==> src/rtl/wdit_defines.svh <==
// Offsets, field positions, reset values and divider constants for the
// watchdog / interval timer. Assumes a 32-bit byte-addressed peripheral bus.
`ifndef WDIT_DEFINES_SVH
`define WDIT_DEFINES_SVH

// Register byte addresses
`define WDIT_ADDR_CONTROL 32'h0900_1100
`define WDIT_ADDR_STATUS 32'h0900_1104
`define WDIT_ADDR_COUNTER 32'h0900_1108

// Control field positions
`define WDIT_CTL_DIV_LSB 0
`define WDIT_CTL_DIV_MSB 2
`define WDIT_CTL_RST_KIND 3
`define WDIT_CTL_RST_EN 4
`define WDIT_CTL_RUN 5
`define WDIT_CTL_MODE 6
`define WDIT_CTL_IRQ_EN 7

// Status field positions
`define WDIT_STS_GUARD 0
`define WDIT_STS_PERIODIC 1

// Reset values
`define WDIT_CONTROL_RST 8'h00
`define WDIT_STATUS_RST 2'h0
`define WDIT_COUNTER_RST 8'h00

// Prescaler masks: tick when the low bits are all ones (divide by 2^n)
`define WDIT_PRE_W 13
`define WDIT_MASK_DIV2 13'h0001
`define WDIT_MASK_DIV8 13'h0007
`define WDIT_MASK_DIV32 13'h001f
`define WDIT_MASK_DIV64 13'h003f
`define WDIT_MASK_DIV256 13'h00ff
`define WDIT_MASK_DIV512 13'h01ff
`define WDIT_MASK_DIV2048 13'h07ff
`define WDIT_MASK_DIV8192 13'h1fff

`endif

==> src/rtl/wdit_pkg.sv <==
// Types shared by the watchdog / interval timer.
// Assumes the constants header is included by the design file.
package wdit_pkg;

  typedef logic [7:0] wdit_byte_t;

  typedef enum logic [2:0] {
    WDIT_DIV2 = 3'b000,
    WDIT_DIV8 = 3'b001,
    WDIT_DIV32 = 3'b010,
    WDIT_DIV64 = 3'b011,
    WDIT_DIV256 = 3'b100,
    WDIT_DIV512 = 3'b101,
    WDIT_DIV2048 = 3'b110,
    WDIT_DIV8192 = 3'b111
  } wdit_div_t;

  typedef enum logic {
    WDIT_MODE_INTERVAL = 1'b0,
    WDIT_MODE_GUARD = 1'b1
  } wdit_mode_t;

endpackage

==> src/rtl/wdit_timer.sv <==
// Watchdog / interval timer with its three registers on an APB slave port.
// Assumes APB signals come from logic on clk; nrst is the chip reset.
//
// Function
// - Clock select picks divide by 2..8192
// - Control bit 3 picks power-on or manual reset
// - Control bit 4 enables watchdog reset request
// - Control bit 5 runs the counter
// - Control bit 6 picks interval or watchdog mode
// - Control bit 7 gates the interrupt request
// - Watchdog-mode overflow sets status bit 0
// - Interval-mode overflow sets status bit 1
// - Status is read-only, cleared by reset
// - Counter counts ticks, software reads and writes
// - Wrap from all ones gives overflow
// - Counter and control reset to zero
// - Reading status clears overflow flags
// - Watchdog overflow raises interrupt and reset request
// - Interval overflow raises periodic interrupts
`include "wdit_defines.svh"

module wdit_timer (
  // Clock and reset
  input wire logic clk,
  input wire logic nrst,
  // APB slave
  input wire logic psel,
  input wire logic penable,
  input wire logic pwrite,
  input wire logic [31:0] paddr,
  input wire logic [31:0] pwdata,
  output logic [31:0] prdata,
  output logic pready,
  output logic pslverr,
  // Requests toward interrupt controller and power management
  output logic timer_irq,
  output logic power_on_reset_request,
  output logic manual_reset_request
);
  import wdit_pkg::*;

  function automatic logic [`WDIT_PRE_W-1:0] div_mask(input wdit_div_t sel);
    case (sel)
      WDIT_DIV2: div_mask = `WDIT_MASK_DIV2;
      WDIT_DIV8: div_mask = `WDIT_MASK_DIV8;
      WDIT_DIV32: div_mask = `WDIT_MASK_DIV32;
      WDIT_DIV64: div_mask = `WDIT_MASK_DIV64;
      WDIT_DIV256: div_mask = `WDIT_MASK_DIV256;
      WDIT_DIV512: div_mask = `WDIT_MASK_DIV512;
      WDIT_DIV2048: div_mask = `WDIT_MASK_DIV2048;
      WDIT_DIV8192: div_mask = `WDIT_MASK_DIV8192;
      default: div_mask = `WDIT_MASK_DIV2;
    endcase
  endfunction

  wdit_byte_t watchdog_control_q;
  logic [1:0] overflow_status_q;
  logic [1:0] overflow_status_d;
  wdit_byte_t tick_counter_q;
  wdit_byte_t tick_counter_d;
  logic [`WDIT_PRE_W-1:0] prescale_q;
  logic por_req_q;
  logic man_req_q;

  // Control fields
  wire wdit_div_t divider_select = wdit_div_t'(
    watchdog_control_q[`WDIT_CTL_DIV_MSB:`WDIT_CTL_DIV_LSB]);
  wire logic reset_kind_select = watchdog_control_q[`WDIT_CTL_RST_KIND];
  wire logic chip_reset_enable = watchdog_control_q[`WDIT_CTL_RST_EN];
  wire logic timer_run_enable = watchdog_control_q[`WDIT_CTL_RUN];
  wire wdit_mode_t mode_select = wdit_mode_t'(watchdog_control_q[`WDIT_CTL_MODE]);
  wire logic irq_enable = watchdog_control_q[`WDIT_CTL_IRQ_EN];

  // Bus decode
  wire logic access = psel & penable;
  wire logic hit_control = (paddr == `WDIT_ADDR_CONTROL);
  wire logic hit_status = (paddr == `WDIT_ADDR_STATUS);
  wire logic hit_counter = (paddr == `WDIT_ADDR_COUNTER);
  wire logic wr_control = access & pwrite & hit_control;
  wire logic wr_counter = access & pwrite & hit_counter;
  wire logic rd_status = access & ~pwrite & hit_status;
  // Status is read-only, so a write there is refused too
  wire logic bad_access = ~(hit_control | hit_counter | (hit_status & ~pwrite));

  // Tick and overflow
  wire logic [`WDIT_PRE_W-1:0] mask = div_mask(divider_select);
  wire logic tick = timer_run_enable & ((prescale_q & mask) == mask);
  // A counter write in the same cycle wins and cancels the wrap
  wire logic overflow = tick & (tick_counter_q == 8'hff) & ~wr_counter;
  wire logic guard_ovf = overflow & (mode_select == WDIT_MODE_GUARD);
  wire logic periodic_ovf = overflow & (mode_select == WDIT_MODE_INTERVAL);
  wire logic want_reset = guard_ovf & chip_reset_enable;

  // Read clear first, then set, so a coincident overflow survives
  always_comb begin
    overflow_status_d = overflow_status_q;
    if (rd_status) begin
      overflow_status_d = `WDIT_STATUS_RST;
    end
    if (guard_ovf) begin
      overflow_status_d[`WDIT_STS_GUARD] = 1'b1;
    end
    if (periodic_ovf) begin
      overflow_status_d[`WDIT_STS_PERIODIC] = 1'b1;
    end
  end

  always_comb begin
    tick_counter_d = tick_counter_q;
    if (wr_counter) begin
      tick_counter_d = pwpick(pwdata);
    end else if (tick) begin
      tick_counter_d = tick_counter_q + 8'h01;
    end
  end

  function automatic wdit_byte_t pwpick(input logic [31:0] w);
    pwpick = w[7:0];
  endfunction

  always_ff @(posedge clk or negedge nrst) begin
    if (!nrst) begin
      watchdog_control_q <= `WDIT_CONTROL_RST;
    end else if (wr_control) begin
      watchdog_control_q <= pwpick(pwdata);
    end
  end

  always_ff @(posedge clk or negedge nrst) begin
    if (!nrst) begin
      overflow_status_q <= `WDIT_STATUS_RST;
      tick_counter_q <= `WDIT_COUNTER_RST;
    end else begin
      overflow_status_q <= overflow_status_d;
      tick_counter_q <= tick_counter_d;
    end
  end

  // Prescaler restarts while stopped so the first tick is a full period
  always_ff @(posedge clk or negedge nrst) begin
    if (!nrst) begin
      prescale_q <= '0;
    end else if (!timer_run_enable) begin
      prescale_q <= '0;
    end else begin
      prescale_q <= prescale_q + 1'b1;
    end
  end

  // One-cycle reset request pulses
  always_ff @(posedge clk or negedge nrst) begin
    if (!nrst) begin
      por_req_q <= 1'b0;
      man_req_q <= 1'b0;
    end else begin
      por_req_q <= want_reset & ~reset_kind_select;
      man_req_q <= want_reset & reset_kind_select;
    end
  end

  // Read data
  always_ff @(posedge clk or negedge nrst) begin
    if (!nrst) begin
      prdata <= '0;
    end else if (psel & ~penable & ~pwrite) begin
      prdata <= hit_control ? {24'h000000, watchdog_control_q} :
                hit_status ? {30'h00000000, overflow_status_q} :
                hit_counter ? {24'h000000, tick_counter_q} : 32'h00000000;
    end
  end

  assign pready = 1'b1;
  assign pslverr = access & bad_access;
  // Level request until the flags are read away
  assign timer_irq = irq_enable & (|overflow_status_q);
  assign power_on_reset_request = por_req_q;
  assign manual_reset_request = man_req_q;

endmodule // wdit_timer

==> config.mk <==
export PLATFORM = sky130hd
export DESIGN_NAME = wdit_timer
export DESIGN_NICKNAME = d
export VERILOG_FILES = /design/src/rtl/wdit_pkg.sv /design/src/rtl/wdit_timer.sv
export VERILOG_INCLUDE_DIRS = /design/src /design/src/rtl
export SDC_FILE = /design/constraint.sdc
export NUM_CORES = 1
export LEC_CHECK = 0
export BUFFER_PORTS_ARGS = -buffer_cell sky130_fd_sc_hd__buf_2
export CORE_MARGIN = 5
export CORE_UTILIZATION = 47
export CTS_CLUSTER_SIZE = 14
export DETAILED_ROUTE_END_ITERATION = 16
export PLACE_DENSITY = 0.8
export SYNTH_ARGS = -nofsm -noshare
export SYNTH_HDL_FRONTEND = slang
export SYNTH_SLANG_ARGS = --single-unit
export TNS_END_PERCENT = 10
==> constraint.sdc <==
create_clock -name clk -period 2.6 [get_ports clk]
set_input_delay 0.26 -clock clk [delete_from_list [all_inputs] [get_ports clk]]
set_output_delay 0.26 -clock clk [all_outputs]
set_load 0.1 [all_outputs]
# ---- Yosys cells after proc, flatten, opt, wreduce, memory -nomap -nowiden
# Memory sizes are Yosys's and may differ from the RTL's.
# Index checks and enable logic that the tools add are counted.
# Widths: inputs -> output; s select.
dict set report op_classes {
  add_sub_neg 2
  n_eq_ne 5
  n_mux 9
  n_bitwise 28
  n_reduce_logical 4
}
# cell n
set op_table {}
lappend op_table {{$eq 32x28->1 const B} 3}
lappend op_table {{$mux 8} 5}
lappend op_table {{$and 1x1->1} 19}
lappend op_table {{$add 13x1->13 const B} 1}
lappend op_table {{$and 13x13->13} 1}
lappend op_table {{$eq 13x13->1} 1}
lappend op_table {{$mux 13} 1}
lappend op_table {{$add 8x1->8 const B} 1}
lappend op_table {{$eq 8x8->1 const B} 1}
lappend op_table {{$not 1->1} 6}
lappend op_table {{$reduce_bool 2->1} 3}
lappend op_table {{$mux 1} 2}
lappend op_table {{$mux 2} 1}
lappend op_table {{$or 1x1->1} 2}
lappend op_table {{$reduce_or 2->1} 1}
dict set report word_totals {
  ff_bits 65
  rom_bits 96
  input_bits 69
  out_inout_bits 37
  word_cells 57
  mem_count 1
}
# memory depth word_bits rd rd_clocked_by_memory_dff wr line_no
set mem_list {}
lappend mem_list {{(name not given)} 8 12 1 0 0 wdit_timer.sv:43} ;# case (sel)

# ---- Longest topological paths before layout
# An unclocked memory read counts as a cell.
dict set report depth {
  word_depth 9
  depth_mapped 6
  ltp_nobuf 6
}

# ---- Least setup slack after synthesis
# OpenSTA, ideal clock, no wires.
dict set report synth_path {
  path_kind {input to output}
  start {input port paddr[3]}
  end {output port pslverr}
  t_arrival_ps 2275
  t_required_ps 2340
  setup_slack_ps 65
  stages 3
  path_buffers 1
  path_cell_list {buf_1 o21ai_0 a21oi_1}
}
dict set report synth_between {
  elab_chain_cells 5
  word_cells_on_any_way 8
  classes_between {3 x eq/ne; 5 x bitwise}
}
# item line_no
set synth_rtl {}
lappend synth_rtl {{start: declaration} wdit_timer.sv:30} ;# input wire logic [31:0] paddr,
lappend synth_rtl {{$eq 32x28->1 (no source line)} -}
lappend synth_rtl {{$or 1x1->1 or $and 1x1->1 (tied branches)} wdit_timer.sv:83} ;# wire logic bad_access = ~(hit_control | hit_counter | (hit_status & ~pwrite));
lappend synth_rtl {{$or 1x1->1 *} wdit_timer.sv:83}
lappend synth_rtl {{$not 1->1 *} wdit_timer.sv:83}
lappend synth_rtl {{$and 1x1->1 *} wdit_timer.sv:173} ;# assign pslverr = access & bad_access;
lappend synth_rtl {{end: declaration} wdit_timer.sv:34} ;# output logic pslverr,
# Mark *: on every way between the ends. The rest lies on a longest branch, timed or not.

# ---- Final worst setup path
dict set report layout_path {
  start {input port paddr[20]}
  end {output port pslverr}
}
# Same word-level chain as after synthesis.

==> summary.md <==
| Metric | Value |
|---|---|
| RR Startpoint | `prescale_q[3]` |
| Io pins | `106` |
| Worst Path Max Fanout | `4` |
| Die X | `81.1 um` |
| Cell Chain, Critical Path | `buf_2 -> or4_1 -> nor4_2 -> and2b_2 -> a21oi_1 -> buf_2` |
| Crit path DAT | `1.89 ns` |
| Routed wire length | `4.75 mm` |
| IO Port Bufs | `56` |
| R2R Path End | `power_on_reset_request` |
| Max-slew violations | `0` |
| ANT nets after route | `0` |
| Clock latency on the worst-skew pair | `0.30 ns` |
| Area Growth Syn to Fin | `15.2%` |
| R2R depth | `5` |
| Max_cap viols | `0` |
| CP Capture Type | `output pin` |
| First-pass GRT wire length | `7.93 mm` |
| CTS clk-pin slew, worst paths | `0.07 ns` |
| Fin Clk Skew | `0.00620 ns` |
| Slew @ Worst Pin | `0.886 ns` |
| Startpoint Class | `input port` |
| CTS max path bufs | `2` |
| Cells after Synth | `233` |
| Drc violations | `0` |
| Critical path required time | `2.34 ns` |
| Ys async rst share | `100%` |
| Rel. slew slack | `41.0%` |
| Buffer count from post-CTS setup fixing | `0` |
| Logic pwr share | `16.5%` |
| Min cycle time layout | `2.15 ns` |
| RePlAce Congestion | `0.859` |
| Via density per instance | `4.97` |
| Final core utilization | `56.8%` |
| H-tree levels | `2` |
| R2R setup slack | `0.49 ns` |
| Crit Path Class | `in2out` |
| DR iter-0 viols | `106` |
| Hold crit path type | `in2async` |
| Synth cell types | `45` |
| Initial Utilization | `49.3%` |
| CP max stage delay | `0.53 ns` |
| Vias after detailed routing | `1776` |
| Pin count of the biggest net entering global routing | `42` |
| CTS tree | `yes` |
| Synthesized flop and latch total | `41` |
| Ys Warns | `0` |
| Post-CTS Hold Buffers | `0` |
| Row cnt | `25` |
| Fin nets | `360` |
| Unrepaired setup endpoints after global routing | `no` |
| Seq pwr share | `45.9%` |
| Drt first pass iters | `4` |
| Setup Viol. Count Final | `0` |
| # diodes | `0` |
| Clk root buf | `clkbuf_8` |
| Avg Cell Area, Syn | `10.2 um2` |
| Worst path most repeated cell | `buf_2` |
| Post-synth EDFFs | `0` |
| Initial antenna violation count | `0` |
| CTS Buf Count | `5` |
| Fin crit share | `82.7%` |
| WL/cell | `13.3 um` |
| Total track usage | `15.6%` |
| Hpwl dp | `3.73 mm` |
| Run status | `finished, final reports clean` |
| Pwr Density | `508 nW/um2` |
| Layout cell share with drive strength beyond 1 | `26.9%` |
| Gates resized, CTS repair | `0` |
| P_sw | `0.000407 W` |
| GR Overflow Total | `0` |
| Internal power | `0.000981 W` |
| Post-Route Setup TNS | `0 ns` |
| Mapped cell area | `2370 um2` |
| CTS sink count | `41` |
| IR drop worst, VDD | `0.337 mV` |
| Max Clk Rate | `465 MHz` |
| Synth Flop Type | `dfrtp_1` |
| Sequential area share after synthesis | `43.2%` |
| Clock power share | `37.6%` |
| Vias in the first global route | `1743` |
| Slowest cell on crit path | `or4_1` |
| Core ar. | `4820 um2` |
| Final Hold Fails | `0` |
| Cell leakage power | `1.43 nW` |
| Die ar. | `6570 um2` |
| Switching Fraction | `29.3%` |
| Die height | `81.1 um` |
## synthesized netlist by cell type, types with 2 or more instances
master	number	share of area, %
a21boi_0	3	0.95
a21oi_1	4	0.84
and2_1	11	2.9
and4_1	3	1.1
buf_4	25	7.9
clkbuf_1	4	0.63
conb_1	2	0.32
dfrtp_1	41	43
ha_1	2	1.1
inv_1	6	0.95
mux2_1	7	3.3
mux2_2	7	3.3
mux2i_1	9	3.8
nand2_1	18	2.8
nand3_1	11	2.3
nand4_1	4	1.1
nor2_1	7	1.1
nor2b_1	3	0.79
nor3_1	4	0.84
nor3b_1	2	0.63
nor4_1	8	2.1
nor4_2	3	1.6
o21ai_0	5	1.1
o21ai_1	6	1.3
o31ai_1	2	0.63
or3_1	2	0.53
or4_1	2	0.63
xnor2_1	6	2.2
xor2_1	10	3.7
## cells by family after synthesis
group                      synth area share (%)
buffers and inverters                      9.64
AOI/OAI and AO/OA                          7.43
and+or+nand+nor                            22.0
muxes                                      10.4
xor gates and xnor gates                   5.90
DFF                                        43.2
other                                     0.316
adders and majority gates                  1.05
## power groups by stage
stage / Clock [W] / Combinational, W / Sequential, W
detailed placement: 0 / 0.000230 / 0.000650
finish: 0.000522 / 0.000230 / 0.000637
global route: 0.000562 / 0.000241 / 0.000637
global placement: 0 / 0.000228 / 0.000650
floorplan: 0 / 0.000210 / 0.000650
CTS: 0.000540 / 0.000230 / 0.000637
## flip-flops by register name, summed over array words and instances, names as in the netlist
register	count
tick_counter_q	8
prescale_q	13
overflow_status_q	2
power_on_reset_request	1
manual_reset_request	1
prdata	8
watchdog_control_q	8
## cell type report
| class | count | area, um2 |
|---|---|---|
| Clock buffer | 7 | 86.3 |
| Clock inverter | 1 | 30.0 |
| Fill cell | 460 | 2080 |
| Inverter | 6 | 22.5 |
| Multi-Input combinational cell | 179 | 1210 |
| Sequential cell | 41 | 1030 |
| Tap cell | 67 | 83.8 |
| Timing Repair Buffer | 56 | 280 |
## per-layer routing
layer / track usage [%] / up-vias / routed length [um]
met4: 4.90 / 0 / 80
met3: 4.43 / 9 / 285
met2: 25.5 / 48 / 2240
met5: 0 / - / 0
li1: - / 886 / -
met1: 20.1 / 833 / 2150
## worst max path at each step
stage / start / endpoint / slack, ns / cells past startpoint
after floorplan: paddr[3] / pslverr / 0.06 / 3
after global placement: paddr[20] / watchdog_control_q[2] / 0.37 / 6
after detailed placement: paddr[20] / watchdog_control_q[4] / 0.35 / 6
after CTS: paddr[20] / pslverr / 0.45 / 6
after global routing: prescale_q[3] / power_on_reset_request / 0.33 / 5
final: paddr[20] / pslverr / 0.45 / 6
## worst max-delay path: cells and delay by family
family | cells | cell delay, ns
and+or+nand+nor | 3 | 1.16
buffers and inverters | 2 | 0.38
AOI/OAI and AO/OA | 1 | 0.08
## metrics by stage
| step | power (W) | setup WS [ns] | instances | area (um2) | hold WS, ns |
|---|---|---|---|---|---|
| finish | 0.00139 | 0.450 | 357 | 2740 | 0.0833 |
| global route | 0.00144 | 0.329 | 357 | 2740 | 0.168 |
| CTS | 0.00141 | 0.446 | 357 | 2740 | 0.106 |
| detailed placement | 0.000880 | 0.354 | 349 | 2620 | 0.434 |
| global placement | 0.000878 | 0.372 | 349 | 2620 | 0.423 |
| floorplan | 0.000860 | 0.0649 | 256 | 2460 | -0.0356 |
## cell usage in the layout (no fill, tap or decap), drive strengths merged, types with 2 or more instances in the layout
cell,instances
nand3,12
ha,2
buf,56
mux2,14
nor3b,2
a21boi,3
conb,25
nor2b,3
o31ai,2
xnor2,6
or4,2
and2,11
dfrtp,41
o21ai,11
nor3,4
nand4,4
a21oi,4
inv,6
or3,2
clkbuf,7
xor2,10
nand2,18
and4,3
nor4,11
mux2i,9
nor2,7
Power figures use the tool's default switching activity.
